<file path="src/led_pkg.sv">
// constants shared by the status lamp driver: map, fields, timing
package led_pkg;

	// =====================================================================
	// register map
	localparam int unsigned   ADR_W       = 8;
	localparam logic [7:0]    CFG_ADDR    = 8'h90;
	localparam logic [31:0]   CFG_RESET   = 32'h0000040E;
	localparam logic [31:0]   CFG_WMASK   = 32'h0001FF7E;
	localparam logic [31:0]   UNMAPPED_RD = 32'h00000000;

	// =====================================================================
	// field positions of the configuration word
	localparam int unsigned   EN_BIT      = 1;
	localparam int unsigned   INV_BIT     = 2;
	localparam int unsigned   STR_BIT     = 3;
	localparam int unsigned   TEN_BIT     = 4;
	localparam int unsigned   HUN_BIT     = 5;
	localparam int unsigned   GIG_BIT     = 6;
	localparam int unsigned   RSV_LO_BIT  = 0;
	localparam int unsigned   RSV_MID_BIT = 7;
	localparam int unsigned   FDX_BIT     = 8;
	localparam int unsigned   ANEG_BIT    = 9;
	localparam int unsigned   LINK_BIT    = 10;
	localparam int unsigned   ADDR_BIT    = 11;
	localparam int unsigned   TX_BIT      = 12;
	localparam int unsigned   RX_BIT      = 13;
	localparam int unsigned   BABBLE_BIT  = 14;
	localparam int unsigned   OVERLAP_BIT = 15;
	localparam int unsigned   CARRIER_BIT = 16;
	localparam int unsigned   MIRROR_BIT  = 31;
	localparam int unsigned   COND_LO     = 4;
	localparam int unsigned   COND_HI     = 16;

	// =====================================================================
	// timing: half periods of the blink rates and the stretch interval
	localparam int unsigned   CLK_KHZ     = 250000;
	localparam int unsigned   TEN_HALF_MS = 500;
	localparam int unsigned   HUN_HALF_MS = 125;
	localparam int unsigned   STRETCH_MS  = 50;
	localparam int unsigned   TEN_HALF_CYC = TEN_HALF_MS * CLK_KHZ;
	localparam int unsigned   HUN_HALF_CYC = HUN_HALF_MS * CLK_KHZ;
	localparam int unsigned   STRETCH_CYC  = STRETCH_MS * CLK_KHZ;

endpackage

</file>
<file path="src/status_led_driver.sv">
// status lamp driver: config register, blink, stretch, invert, gate
// Summary of operation
// - enable bit, reset one, clearing it forces lamp off, keeps other fields
// - whole configuration loadable from EEPROM at initialisation
// - bit 2, reset one, inverts the combined signal
// - bit 3, reset one, stretches each on or off interval
// - bit 4 with 10 Mb condition blinks the lamp at 1 Hz
// - bit 5 with 100 Mb condition blinks the lamp at 4 Hz
// - bit 6, reset zero, selects 1000 Mb operation
// - bit 8, reset zero, selects full duplex enabled
// - bit 9, reset zero, selects auto-negotiation in progress
// - bit 10, reset one, selects link functional
// - bit 11, reset zero, selects own address match
// - bits 0 and 7 reserved, read zero
// - bits 12 and 13 select transmit and receive in progress
// - bit 14 selects jabbering station detected
// - bit 15 selects simultaneous transmit and receive
// - final lamp signal mirrored into read-only bit 31
//
// Our own choices: the Wishbone interface to the registers and the placing of the registers.
`timescale 1ns/1ps

module status_led_driver #(
	parameter int unsigned TEN_HALF_CYCLES = led_pkg::TEN_HALF_CYC,
	parameter int unsigned HUN_HALF_CYCLES = led_pkg::HUN_HALF_CYC,
	parameter int unsigned STRETCH_CYCLES  = led_pkg::STRETCH_CYC
) (
	// clock and reset
	input  wire logic                          clk_i,
	input  wire logic                          rst_i,
	// wishbone slave
	input  wire logic                          wb_cyc_i,
	input  wire logic                          wb_stb_i,
	input  wire logic                          wb_we_i,
	input  wire logic [led_pkg::ADR_W-1:0]     wb_adr_i,
	input  wire logic [3:0]                    wb_sel_i,
	input  wire logic [31:0]                   wb_dat_i,
	output logic      [31:0]                   wb_dat_o,
	output logic                               wb_ack_o,
	// configuration load from eeprom
	input  wire logic                          eeprom_cfg_valid_i,
	input  wire logic [31:0]                   eeprom_cfg_i,
	// latched network conditions, aligned to select bits
	input  wire logic [led_pkg::COND_HI:led_pkg::COND_LO] cond_i,
	// lamp
	output logic                               led_o
);
	import led_pkg::*;

	localparam int unsigned CW = COND_HI - COND_LO + 1;

	logic [31:0]   cfg;
	logic          req;
	logic          hit;
	logic [31:0]   rd_word;
	logic [31:0]   slow_cnt;
	logic [31:0]   fast_cnt;
	logic          blink_slow;
	logic          blink_fast;
	logic [CW-1:0] level_sel;
	logic          next_raw;
	logic          stretched;
	logic [31:0]   hold_cnt;

	// merge bus write data into a word under byte enables and write mask
	function automatic logic [31:0] merge(input logic [31:0] old,
			input logic [31:0] wdat, input logic [3:0] sel);
		logic [31:0] res;
		res = old;
		for (int i = 0; i < 4; i++) begin
			if (sel[i]) begin
				res[8*i +: 8] = wdat[8*i +: 8];
			end
		end
		return (res & CFG_WMASK) | (old & ~CFG_WMASK);
	endfunction

	// =====================================================================
	// bus decode
	assign req = wb_cyc_i && wb_stb_i && !wb_ack_o;
	assign hit = (wb_adr_i == CFG_ADDR);
	// mirror bit shows what the pin really drives
	assign rd_word = (cfg & CFG_WMASK) | ({31'h00000000, led_o} << MIRROR_BIT);

	// one wait-free answer: ack the cycle after the request is seen
	always_ff @(posedge clk_i) begin
		if (rst_i) begin
			wb_ack_o <= 1'b0;
		end else begin
			wb_ack_o <= req;
		end
	end

	// read data only during the ack cycle; unmapped reads return zero
	always_ff @(posedge clk_i) begin
		if (rst_i) begin
			wb_dat_o <= 32'h00000000;
		end else if (req && !wb_we_i && hit) begin
			wb_dat_o <= rd_word;
		end else begin
			wb_dat_o <= UNMAPPED_RD;
		end
	end

	// =====================================================================
	// configuration register
	// a bus write beats an eeprom load in the same cycle so software wins
	always_ff @(posedge clk_i) begin
		if (rst_i) begin
			cfg <= CFG_RESET;
		end else if (req && wb_we_i && hit) begin
			cfg <= merge(cfg, wb_dat_i, wb_sel_i);
		end else if (eeprom_cfg_valid_i) begin
			cfg <= eeprom_cfg_i & CFG_WMASK;
		end
	end

	// =====================================================================
	// blink generators: free-running half-period counters
	// both run always so a select change blinks without a restart delay
	always_ff @(posedge clk_i) begin
		if (rst_i) begin
			slow_cnt   <= 32'h00000000;
			blink_slow <= 1'b0;
		end else if (slow_cnt == 32'(TEN_HALF_CYCLES - 1)) begin
			slow_cnt   <= 32'h00000000;
			blink_slow <= !blink_slow;
		end else begin
			slow_cnt <= slow_cnt + 32'h00000001;
		end
	end

	always_ff @(posedge clk_i) begin
		if (rst_i) begin
			fast_cnt   <= 32'h00000000;
			blink_fast <= 1'b0;
		end else if (fast_cnt == 32'(HUN_HALF_CYCLES - 1)) begin
			fast_cnt   <= 32'h00000000;
			blink_fast <= !blink_fast;
		end else begin
			fast_cnt <= fast_cnt + 32'h00000001;
		end
	end

	// =====================================================================
	// combine selected conditions; 10 Mb and 100 Mb selections blink instead
	always_comb begin
		level_sel = cfg[COND_HI:COND_LO] & cond_i;
		next_raw  = (level_sel[TEN_BIT-COND_LO] & blink_slow)
			| (level_sel[HUN_BIT-COND_LO] & blink_fast)
			| (|level_sel[CW-1:GIG_BIT-COND_LO]);
	end

	// =====================================================================
	// pulse stretcher: a level, once taken, stands for the hold interval
	// short events stay visible at the cost of lagging real changes
	always_ff @(posedge clk_i) begin
		if (rst_i) begin
			stretched <= 1'b0;
			hold_cnt  <= 32'h00000000;
		end else if (!cfg[STR_BIT]) begin
			stretched <= next_raw;
			hold_cnt  <= 32'h00000000;
		end else if (hold_cnt != 32'h00000000) begin
			hold_cnt <= hold_cnt - 32'h00000001;
		end else if (next_raw != stretched) begin
			stretched <= next_raw;
			hold_cnt  <= 32'(STRETCH_CYCLES - 1);
		end
	end

	// =====================================================================
	// output: invert then gate, enable clear forces the lamp off
	always_ff @(posedge clk_i) begin
		if (rst_i) begin
			led_o <= 1'b0;
		end else begin
			led_o <= cfg[EN_BIT] & (stretched ^ cfg[INV_BIT]);
		end
	end

	// =====================================================================
	// assertions
	property p_enable_gate;
		@(posedge clk_i) disable iff (rst_i)
		!cfg[EN_BIT] |=> !led_o;
	endproperty
	a_enable_gate: assert property (p_enable_gate)
		else $error("lamp lit while enable clear");

	property p_enable_keeps;
		@(posedge clk_i) disable iff (rst_i)
		(req && wb_we_i && hit && wb_sel_i[0] && !wb_dat_i[EN_BIT])
		|=> (cfg[31:8] == $past(cfg[31:8]) || $past(wb_sel_i[3:1]) != 3'h0);
	endproperty
	a_enable_keeps: assert property (p_enable_keeps)
		else $error("clearing enable disturbed other fields");

	property p_eeprom_load;
		@(posedge clk_i) disable iff (rst_i)
		(eeprom_cfg_valid_i && !(req && wb_we_i && hit))
		|=> cfg == ($past(eeprom_cfg_i) & CFG_WMASK);
	endproperty
	a_eeprom_load: assert property (p_eeprom_load)
		else $error("eeprom load not taken");

	property p_polarity;
		@(posedge clk_i) disable iff (rst_i)
		cfg[EN_BIT] |=> led_o == ($past(stretched) ^ $past(cfg[INV_BIT]));
	endproperty
	a_polarity: assert property (p_polarity)
		else $error("lamp polarity wrong");

	property p_stretch_hold;
		@(posedge clk_i) disable iff (rst_i)
		(cfg[STR_BIT] && hold_cnt != 32'h00000000)
		|=> $stable(stretched);
	endproperty
	a_stretch_hold: assert property (p_stretch_hold)
		else $error("stretched level changed inside hold interval");

	property p_stretch_load;
		@(posedge clk_i) disable iff (rst_i)
		($changed(stretched) && $past(cfg[STR_BIT]))
		|-> hold_cnt == 32'(STRETCH_CYCLES - 1);
	endproperty
	a_stretch_load: assert property (p_stretch_load)
		else $error("hold interval not started on change");

	property p_slow_blink;
		@(posedge clk_i) disable iff (rst_i)
		$changed(blink_slow) |-> $past(slow_cnt) == 32'(TEN_HALF_CYCLES - 1);
	endproperty
	a_slow_blink: assert property (p_slow_blink)
		else $error("slow blink toggled off period");

	property p_fast_blink;
		@(posedge clk_i) disable iff (rst_i)
		$changed(blink_fast) |-> $past(fast_cnt) == 32'(HUN_HALF_CYCLES - 1);
	endproperty
	a_fast_blink: assert property (p_fast_blink)
		else $error("fast blink toggled off period");

	property p_reserved;
		@(posedge clk_i) disable iff (rst_i)
		1'b1 |-> !cfg[RSV_LO_BIT] && !cfg[RSV_MID_BIT] && !rd_word[RSV_LO_BIT];
	endproperty
	a_reserved: assert property (p_reserved)
		else $error("reserved bit set");

	property p_mirror;
		@(posedge clk_i) disable iff (rst_i)
		(req && !wb_we_i && hit) |=> wb_dat_o[MIRROR_BIT] == $past(led_o);
	endproperty
	a_mirror: assert property (p_mirror)
		else $error("mirror bit differs from lamp");

	property p_direct_path;
		@(posedge clk_i) disable iff (rst_i)
		!cfg[STR_BIT] |=> stretched == $past(next_raw);
	endproperty
	a_direct_path: assert property (p_direct_path)
		else $error("unstretched path lost the combined level");

	property p_link_select;
		@(posedge clk_i) disable iff (rst_i)
		(cfg[LINK_BIT] && cond_i[LINK_BIT]) |-> next_raw;
	endproperty
	a_link_select: assert property (p_link_select)
		else $error("link condition not shown");

	// bus handshake: one ack per request, data only while ack stands
	property p_ack_answer;
		@(posedge clk_i) disable iff (rst_i)
		req |=> wb_ack_o;
	endproperty
	a_ack_answer: assert property (p_ack_answer)
		else $error("request not acknowledged next cycle");

	property p_ack_pulse;
		@(posedge clk_i) disable iff (rst_i)
		wb_ack_o |=> !wb_ack_o;
	endproperty
	a_ack_pulse: assert property (p_ack_pulse)
		else $error("ack held longer than one cycle");

	property p_idle_zero;
		@(posedge clk_i) disable iff (rst_i)
		!wb_ack_o |-> wb_dat_o == 32'h00000000;
	endproperty
	a_idle_zero: assert property (p_idle_zero)
		else $error("read data driven outside ack");

	property p_unmapped_read;
		@(posedge clk_i) disable iff (rst_i)
		(req && !wb_we_i && !hit)
		|=> wb_dat_o == UNMAPPED_RD;
	endproperty
	a_unmapped_read: assert property (p_unmapped_read)
		else $error("unmapped read returned data");

	property p_unmapped_write;
		@(posedge clk_i) disable iff (rst_i)
		(req && wb_we_i && !hit && !eeprom_cfg_valid_i)
		|=> $stable(cfg);
	endproperty
	a_unmapped_write: assert property (p_unmapped_write)
		else $error("unmapped write changed configuration");

	// unused high field stays clear whatever bus or eeprom deliver
	property p_upper_zero;
		@(posedge clk_i) disable iff (rst_i)
		1'b1 |-> cfg[MIRROR_BIT-1:CARRIER_BIT+1] == '0;
	endproperty
	a_upper_zero: assert property (p_upper_zero)
		else $error("unused high field set");

	// lamp path: a selected, present condition must reach the combiner
	property p_ten_show;
		@(posedge clk_i) disable iff (rst_i)
		(cfg[TEN_BIT] && cond_i[TEN_BIT] && blink_slow)
		|-> next_raw;
	endproperty
	a_ten_show: assert property (p_ten_show)
		else $error("slow blink not shown");

	property p_any_sel;
		@(posedge clk_i) disable iff (rst_i)
		(|(cfg[CARRIER_BIT:GIG_BIT] & cond_i[CARRIER_BIT:GIG_BIT]))
		|-> next_raw;
	endproperty
	a_any_sel: assert property (p_any_sel)
		else $error("selected level condition not shown");

	property p_dark;
		@(posedge clk_i) disable iff (rst_i)
		((cfg[COND_HI:COND_LO] & cond_i) == '0) |-> !next_raw;
	endproperty
	a_dark: assert property (p_dark)
		else $error("combined level high with nothing selected");

	c_lamp_on: cover property (@(posedge clk_i) disable iff (rst_i)
		$rose(led_o));
	c_disable: cover property (@(posedge clk_i) disable iff (rst_i)
		$fell(cfg[EN_BIT]));
	c_load: cover property (@(posedge clk_i) disable iff (rst_i)
		eeprom_cfg_valid_i);
	c_read: cover property (@(posedge clk_i) disable iff (rst_i)
		req && !wb_we_i && hit);

endmodule

</file>
<file path="config.mk">
export PLATFORM = sky130hd
export DESIGN_NAME = status_led_driver
export DESIGN_NICKNAME = d
export VERILOG_FILES = /design/src/led_pkg.sv /design/src/status_led_driver.sv
export SDC_FILE = /design/constraint.sdc
export NUM_CORES = 1
export LEC_CHECK = 0
export BUFFER_PORTS_ARGS = -buffer_cell sky130_fd_sc_hd__buf_2
export CORE_MARGIN = 2
export CORE_UTILIZATION = 40
export CTS_CLUSTER_SIZE = 12
export DETAILED_ROUTE_END_ITERATION = 10
export PLACE_DENSITY_LB_ADDON = 0.05
export SETUP_SLACK_MARGIN = 0.1
export SLEW_MARGIN = 20
export SYNTH_ARGS = -nofsm -noshare
export SYNTH_HDL_FRONTEND = slang
export SYNTH_SLANG_ARGS = --single-unit
</file>
<file path="constraint.sdc">
create_clock -name clk_i -period 5.2 [get_ports clk_i]
set_input_delay 0.26 -clock clk_i [delete_from_list [all_inputs] [get_ports clk_i]]
set_output_delay 0.26 -clock clk_i [all_outputs]
set_load 0.02 [all_outputs]
</file>
==> results of run 1 <==
[cells in the final DEF, fill, tap and decap left out, drive strengths merged, types with 12 or more instances in the layout]
| master | n |
|---|---|
| a21oi | 21 |
| a211oi | 13 |
| nand4 | 20 |
| or4 | 13 |
| inv | 12 |
| and2 | 22 |
| clkbuf | 23 |
| nor4 | 22 |
| buf | 79 |
| nand2 | 47 |
| nor2 | 121 |
| xnor2 | 39 |
| dfxtp | 132 |
| xor2 | 31 |
| conb | 16 |
| nand3 | 29 |
| nor3 | 28 |
[state kept, by name, indices dropped and copies added (netlist names)]
register    flops
slow_cnt       32
fast_cnt       32
hold_cnt       32
wb_dat_o       16
stretched       1
blink_slow      1
wb_ack_o        1
led_o           1
blink_fast      1
cfg            15
[per-stage QoR]
| stage | util (%) | worst slack (ps) | cells |
|---|---|---|---|
| after CTS | 47.9 | 2410 | 953 |
| after floorplan | - | 2930 | 695 |
| after global routing | 47.9 | 2310 | 953 |
| after global placement | 44.3 | 2170 | 924 |
| after detailed placement | 44.3 | 2120 | 924 |
| final | 47.9 | 2420 | 953 |
[where the power goes]
group	switching [mW]	total, mW	internal (mW)
clock	0.420	1.10	0.681
combinational	0.487	0.832	0.345
sequential	0.0928	1.20	1.11
[cells by family after synthesis]
family | synth area share [%]
and+or+nand+nor | 30.5
DFF | 44.7
xor gates and xnor gates | 10.4
AOI/OAI and AO/OA | 7.68
buffers and inverters | 4.21
muxes | 1.86
adders and majority gates | 0.634
other | 0.0634
[path summary, 6_finish.rpt]
kind,from,to,slack (ps),cells after the start
worst min-delay path,wb_stb_i,wb_ack_o$_SDFF_PP0_,90,3
worst max register to register,hold_cnt[26]$_SDFFE_PP0P_,hold_cnt[13]$_SDFFE_PP0P_,2420,6
worst max-delay path,hold_cnt[26]$_SDFFE_PP0P_,hold_cnt[13]$_SDFFE_PP0P_,2420,6
worst min register to register,fast_cnt[0]$_SDFF_PP0_,fast_cnt[0]$_SDFF_PP0_,440,1
[layer usage]
| metal | vias up | GRT usage [%] | routed length [um] |
|---|---|---|---|
| li1 | 2492 | - | - |
| met2 | 98 | 27.8 | 6080 |
| met3 | 22 | 5.06 | 557 |
| met1 | 2272 | 20.6 | 5920 |
| met5 | - | 0 | 0 |
| met4 | 0 | 7.84 | 289 |
[worst reg2reg max path, delay by kind of cell (launching register included)]
family           cells  cell delay, ps
AO/OA/AOI/OAI        2             350
flip-flops           1             340
AND/OR/NAND/NOR      4            1980
[cell type report]
type,instances,area share (%)
Clock buffer,23,6.89
Clock inverter,6,0.793
Inverter,12,0.649
Multi-Input combinational cell,517,44.5
Sequential cell,132,38.1
Tap cell,184,3.32
Timing Repair Buffer,79,5.80
==> results.py, run 1 <==
metrics = {
    "status": {
        "status": "completed",
    },
    "flow_run": {
        "cap_violations": 0,
    },
    "floorplanning": {
        "ioPinCount": 129,
        "die_area_sq_mm": 0.0158,
        "die_h_um": 126,
        "rows": 44,
        "core_sq_mm": 0.0145,
        "initial_core_util_pct": 40.9,
        "die_w_um": 126,
    },
    "grt": {
        "grt_pass1_wl_um": 21800,
        "grt_overflow": 0,
        "first_global_vias": 4650,
        "grt_max_degree": 33,
        "antenna_found_initial": 0,
        "grt_usage_pct": 17.0,
    },
    "pwr": {
        "power_mw": 3.14,
        "power_density_mw_per_mm2": 452,
        "irDropWorstVdd_v": 0.000279,
        "cellLeakagePower_nw": 2.70,
    },
    "sta": {
        "period_minus_slack_ps": 2780,
        "slew_headroom_pct": 32.4,
        "finalSetupTns_ps": 0,
        "tightest_slew_ps": 1010,
        "fmax_mhz": 359,
        "fin_crit_sh_pct": 53.5,
        "final_max_slew_viol_count": 0,
        "fin_skew_ps": 5.02,
        "finalSetupViolCount": 0,
        "holdWs_ps": 90.7,
        "rsz0062_at_grt": "no",
        "final_hold_viol_count": 0,
    },
    "layout": {
        "nets": 857,
        "syn_to_final_growth_pct": 17.3,
        "antenna_cells": 0,
        "multi_input_area_sq_mm": 0.00309,
        "fillers": 1428,
        "layout.area.seq_sq_mm": 0.00264,
        "drive_gt1_share_pct": 16.5,
        "fin_area_sq_mm": 0.00694,
    },
    "clocking": {
        "cts_tree": "done",
        "hold_buffers": 0,
        "post-cts-setup-buffers": 0,
        "path_clk_slew_ps": 50,
        "cts_buffers": 17,
        "cts_sinks": 132,
        "htreeDepth": 4,
        "cts_resized": 0,
        "cts_root_buffer": "clkbuf_16",
        "ctsLongestPathBuffers": 2,
        "worstSkewPairLatency_ps": 420,
    },
    "critical_path": {
        "max_stage_delay_ps": 760,
        "cp_slowest_cell": "nor4_4",
        "cp.required_ps": 5520,
        "cp_common_cell": "or4_4",
        "worstPathMaxFanout": 16,
        "worst_ep_arrival_time_ps": 3100,
        "path_cells": "or4_4, or4_4, nor4_4, nor3_1, a21o_1, o21a_1",
        "critPathLaunchType": "flip-flop",
        "crit_path_end_kind": "flip-flop",
        "cpLargestDelayFamily": "simple AND/OR/NAND/NOR gates",
        "critPathBufInv": 0,
        "worst-setup-path-type": "reg -> reg",
    },
    "route": {
        "drc_errors": 0,
        "num_vias": 4884,
        "post_drt_via_cell_ratio": 5.12,
        "drt_iter0_drc": 224,
        "final_antenna_net_count": 0,
        "firstDrtPassIters": 4,
        "wl_per_cell_um": 13.5,
        "wirelength_um": 12800,
    },
    "worst_hold_path": {
        "hold_class": "in -> reg",
    },
    "yosys": {
        "yosys.area.top_type": "dfxtp_1",
        "synth_area_leaders": "dfxtp_1, nor2_1, xnor2_1",
        "yosysSeqAreaShare_pct": 44.7,
        "netlist_instances": 680,
        "synth.top_cell.area_share_pct": 44.7,
        "yosysUniqueCellTypes": 55,
        "synthArstFlopShare_pct": 0,
        "yosys_warnings": 0,
        "synth_top_flop_cell": "dfxtp_1",
        "netlist_area_sq_mm": 0.00592,
        "ys_seq_elements": 132,
        "synth.avg_cell_area_sq_um": 8.70,
        "synth_edf_count": 0,
        "ys_top_cells_by_count": "dfxtp_1, nor2_1, nand2_1",
        "yosysMostFrequentCell": "dfxtp_1",
    },
    "placed_design": {
        "place_area_sq_mm": 0.00641,
        "io_buffers": 76,
        "gp_congestion": 0.763,
        "post-dp-hpwl_um": 9020,
    },
}
Power figures use the tool's default switching activity.
==> run 2, diff against run 1 <==
clock period = 2.55 ns   (was 5.2 ns; I/O delays follow)
==> results.py, run 2 (synthesis gave the netlist of run 1 again) <==
metrics = {
    "clocking": {
        "cts_buffers": 17,
        "htreeDepth": 4,
        "ctsLongestPathBuffers": 2,
        "worstSkewPairLatency_ps": 420,
        "cts_root_buffer": "clkbuf_16",
        "path_clk_slew_ps": 60,
        "cts_sinks": 132,
        "cts_tree": "done",
    },
    "route": {
        "drc_errors": 0,
        "drt_iter0_drc": 197,
        "firstDrtPassIters": 4,
        "wirelength_um": 13200,
        "wl_per_cell_um": 13.3,
        "post_drt_via_cell_ratio": 5.01,
        "final_antenna_net_count": 0,
        "num_vias": 4973,
    },
    "critical_path": {
        "critPathLaunchType": "flip-flop",
        "cp.required_ps": 2810,
        "worst_ep_arrival_time_ps": 2620,
        "worst-setup-path-type": "reg -> reg",
        "worstPathMaxFanout": 6,
        "crit_path_end_kind": "flip-flop",
    },
    "layout": {
        "fin_util_pct": 50.6,
        "final_common_cell": "dfxtp_1",
        "nets": 894,
        "drive_gt1_share_pct": 20.0,
        "antenna_cells": 0,
        "final_cell_mix": "dfxtp_1, nor2_1, buf_2",
        "syn_to_final_growth_pct": 23.9,
        "layout.cells.non_filler": 993,
        "largest_registers": "fast_cnt: 32 flops, hold_cnt: 32 flops, slow_cnt: 32 flops",
    },
    "sta": {
        "finalSetupTns_ps": 0,
        "slew_headroom_pct": 49.8,
        "fmax_mhz": 425,
        "final_max_slew_viol_count": 0,
        "fin_crit_sh_pct": 92.2,
        "holdWs_ps": 17.3,
        "fin_skew_ps": 10.8,
        "period_minus_slack_ps": 2350,
        "tightest_slew_ps": 753,
        "finalSetupViolCount": 0,
        "layout_setup_ws_ps": 199,
        "final_hold_viol_count": 0,
        "rsz0062_at_grt": "no",
    },
    "pwr": {
        "cellLeakagePower_nw": 2.91,
        "irDropWorstVdd_v": 0.000524,
        "power_density_mw_per_mm2": 925,
    },
    "grt": {
        "grt_max_degree": 33,
        "first_global_vias": 4820,
        "grt_pass1_wl_um": 22400,
        "grt_overflow": 0,
        "grt_usage_pct": 17.4,
        "antenna_found_initial": 0,
    },
    "floorplanning": {
        "initial_core_util_pct": 40.9,
        "rows": 44,
        "core_sq_mm": 0.0145,
        "ioPinCount": 129,
        "die_w_um": 126,
        "die_h_um": 126,
        "die_area_sq_mm": 0.0158,
    },
    "status": {
        "status": "completed",
    },
    "placed_design": {
        "io_buffers": 76,
        "post-dp-hpwl_um": 9310,
        "pre_cts_ws_ps": 85.1,
        "gp_congestion": 0.841,
        "placed_cells": 944,
    },
    "worst_hold_path": {
        "hold_class": "in -> reg",
    },
    "flow_run": {
        "cap_violations": 0,
    },
}
[run 2: report_power, final]
part           switching [mW]  leakage, nW  total [mW]  internal, mW
sequential              0.188         1.07        2.46          2.27
clock                   0.872        0.286        2.41          1.54
combinational            1.04         1.55        1.92         0.872
total                    2.10         2.91        6.78          4.68
[run 2: stage by stage]
step | power, mW | instance area [sq um]
final | 6.78 | 7330
after CTS | 6.80 | 7290
after global routing | 7.20 | 7330
after floorplan | 3.85 | 5970
after detailed placement | 4.32 | 6570
after global placement | 4.30 | 6570
[run 2: path summary, 6_finish.rpt]
| check | from | slack (ps) | endpoint | depth (start not counted) |
|---|---|---|---|---|
| worst max-delay path | hold_cnt[29]$_SDFFE_PP0P_ | 200 | hold_cnt[6]$_SDFFE_PP0P_ | 7 |
| worst min-delay path | eeprom_cfg_i[13] | 20 | cfg[13]$_SDFFE_PP0P_ | 3 |
| worst max register to register | hold_cnt[29]$_SDFFE_PP0P_ | 200 | hold_cnt[6]$_SDFFE_PP0P_ | 7 |
| worst min register to register | fast_cnt[0]$_SDFF_PP0_ | 440 | fast_cnt[0]$_SDFF_PP0_ | 1 |
[run 2: critical path: stages, from the launching register on]
cell and delay (ps):
dfxtp_2 320, or4_4 550, or4_4 470, nor4_4 380, buf_4 210, nor4_2 50, xnor2_1 160, nor3_1 60
[run 2: area by class of cell]
cell class                 instances  area [sq um]
clock buffer                      24           492
clock inverter                     8          98.8
fill                            1409          7150
inverter                          12          45.0
multi-input combinational        517          3100
sequential                       132          2650
tap                              184           230
timing repair buffer             116           718
[run 2: routing by layer]
layer	vias to the layer above	global-route usage, %	wire length, um
met5	-	0	0
met4	0	6.54	122
met3	10	4.89	534
met2	76	29.0	6400
met1	2315	21.3	6110
li1	2572	-	-
[run 2: repair_timing]
action	CTS	global route
hold buffers	10	0
setup endpoints to repair	2	11
endpoints found under the hold margin	9	0
gates resized for setup	0	5
pin swaps	0	4
setup buffers	4	3
==> run 3, diff against run 2 <==
clock period = 2.7 ns   (was 2.55 ns; I/O delays follow)
==> results.py, run 3 (synthesis gave the netlist of run 1 again) <==
metrics = {
    "pwr": {
        "irDropWorstVdd_v": 0.000465,
        "cellLeakagePower_nw": 2.80,
        "power_density_mw_per_mm2": 883,
    },
    "critical_path": {
        "worstPathMaxFanout": 10,
        "rrSetupSlack_ps": 260,
        "path_cells": "or4_4, or4_4, nor4_4, a21boi_4, or2b_4, o31ai_1",
        "cp-startpoint": "hold_cnt[26]$_SDFFE_PP0P_",
        "cp_slowest_cell": "or4_4",
        "max_stage_delay_ps": 560,
        "r2r_end": "hold_cnt[4]$_SDFFE_PP0P_",
        "crit_path_end_kind": "flip-flop",
        "r2r_cells": 6,
        "worst_ep_arrival_time_ps": 2730,
        "cp.required_ps": 2990,
        "cp_common_cell": "or4_4",
        "worst-setup-path-type": "reg -> reg",
        "reg2reg_from": "hold_cnt[26]$_SDFFE_PP0P_",
        "endpoint": "hold_cnt[4]$_SDFFE_PP0P_",
        "critPathLaunchType": "flip-flop",
    },
    "route": {
        "num_vias": 4913,
        "wl_per_cell_um": 13.4,
        "post_drt_via_cell_ratio": 5.05,
        "firstDrtPassIters": 4,
        "top_layer_used": "met4",
        "wirelength_um": 13000,
        "final_antenna_net_count": 0,
        "drc_errors": 0,
        "drt_iter0_drc": 185,
        "wl_met3_um": 474,
        "wl_met1_um": 6100,
        "wl_met2_um": 6230,
    },
    "clocking": {
        "cts_root_buffer": "clkbuf_16",
        "ctsLongestPathBuffers": 2,
        "cts_resized": 0,
        "post-cts-setup-buffers": 0,
        "htreeDepth": 4,
        "cts_sinks": 132,
        "path_clk_slew_ps": 50,
        "hold_buffers": 7,
        "worstSkewPairLatency_ps": 410,
        "cts_tree": "done",
        "cts_buffers": 17,
    },
    "grt": {
        "grt_overflow": 0,
        "grt_usage_pct": 17.0,
        "grt_max_degree": 33,
        "first_global_vias": 4862,
        "grt_pass1_wl_um": 22100,
        "antenna_found_initial": 0,
    },
    "sta": {
        "finalSetupTns_ps": 0,
        "final_max_slew_viol_count": 0,
        "rsz0062_at_grt": "no",
        "final_hold_viol_count": 0,
        "layout_setup_ws_ps": 263,
        "fin_crit_sh_pct": 90.2,
        "slew_headroom_pct": 49.6,
        "holdWs_ps": 23.6,
        "period_minus_slack_ps": 2440,
        "fmax_mhz": 410,
        "tightest_slew_ps": 756,
        "finalSetupViolCount": 0,
        "fin_skew_ps": 14.1,
    },
    "placed_design": {
        "gp_congestion": 0.804,
        "post-dp-hpwl_um": 9100,
        "placed_cells": 934,
        "pre_cts_ws_ps": 240,
        "io_buffers": 76,
    },
    "status": {
        "status": "completed",
    },
    "floorplanning": {
        "die_area_sq_mm": 0.0158,
        "die_h_um": 126,
        "rows": 44,
        "core_sq_mm": 0.0145,
        "ioPinCount": 129,
        "initial_core_util_pct": 40.9,
        "die_w_um": 126,
    },
    "layout": {
        "layout.cells.non_filler": 972,
        "antenna_cells": 0,
        "drive_gt1_share_pct": 17.6,
        "final_cell_mix": "dfxtp_1, nor2_1, buf_2",
        "fin_util_pct": 49.4,
        "nets": 874,
        "largest_registers": "fast_cnt: 32 flops, hold_cnt: 32 flops, slow_cnt: 32 flops",
        "final_common_cell": "dfxtp_1",
        "syn_to_final_growth_pct": 20.8,
    },
    "worst_hold_path": {
        "hold_class": "in -> reg",
    },
    "flow_run": {
        "cap_violations": 0,
    },
}
-- run 3: cell count changes in the layout (fill, tap and decap cells not counted), sizes merged --
| cell | change |
|---|---|
| buf | -17 |
| bufinv | +1 |
| clkbuf | -2 |
| dlygate4sd3 | -3 |
-- run 3: through the flow --
stage | power (mW) | instance area (sq um)
6_report | 6.31 | 7150
5_1_grt | 6.69 | 7150
4_1_cts | 6.37 | 7150
3_5_place_dp | 4.02 | 6480
3_3_place_gp | 4.00 | 6480
2_1_floorplan | 3.64 | 5970
-- run 3: worst min-delay path by stage --
stage / from / slack (ps) / to / cells after the start
after floorplan: rst_i / 220 / wb_ack_o$_SDFF_PP0_ / 1
after global placement: wb_stb_i / 390 / wb_ack_o$_SDFF_PP0_ / 3
after detailed placement: wb_stb_i / 390 / wb_ack_o$_SDFF_PP0_ / 3
after CTS: wb_dat_i[6] / 4 / cfg[6]$_SDFFE_PP0P_ / 3
after global routing: wb_dat_i[5] / 20 / cfg[5]$_SDFFE_PP0P_ / 3
final: wb_dat_i[6] / 20 / cfg[6]$_SDFFE_PP0P_ / 3
-- run 3: report_power, final --
| part | internal, mW | switching, mW | total (mW) |
|---|---|---|---|
| combinational | 0.734 | 0.942 | 1.68 |
| sequential | 2.14 | 0.174 | 2.31 |
| clock | 1.49 | 0.830 | 2.32 |
| total | 4.36 | 1.95 | 6.31 |
-- run 3: final cells by class --
type / count / area [sq um]
clock buffer: 22 / 464
clock inverter: 9 / 129
fill: 1409 / 7330
inverter: 12 / 45.0
multi-input combinational: 517 / 3090
sequential: 132 / 2640
tap: 184 / 230
timing repair buffer: 96 / 548
-- run 3: metal layers --
metal | GRT usage (%) | up-vias
li1 | - | 2529
met1 | 20.4 | 2299
met2 | 29.2 | 70
met3 | 4.80 | 15
met4 | 5.88 | 0
met5 | 0 | -
-- run 3: worst max-delay path: cells and delay by family, from the launching register on --
kind               cells  cell delay, ps
AOI/OAI and AO/OA      2             420
DFF                    1             340
and+or+nand+nor        4            1550
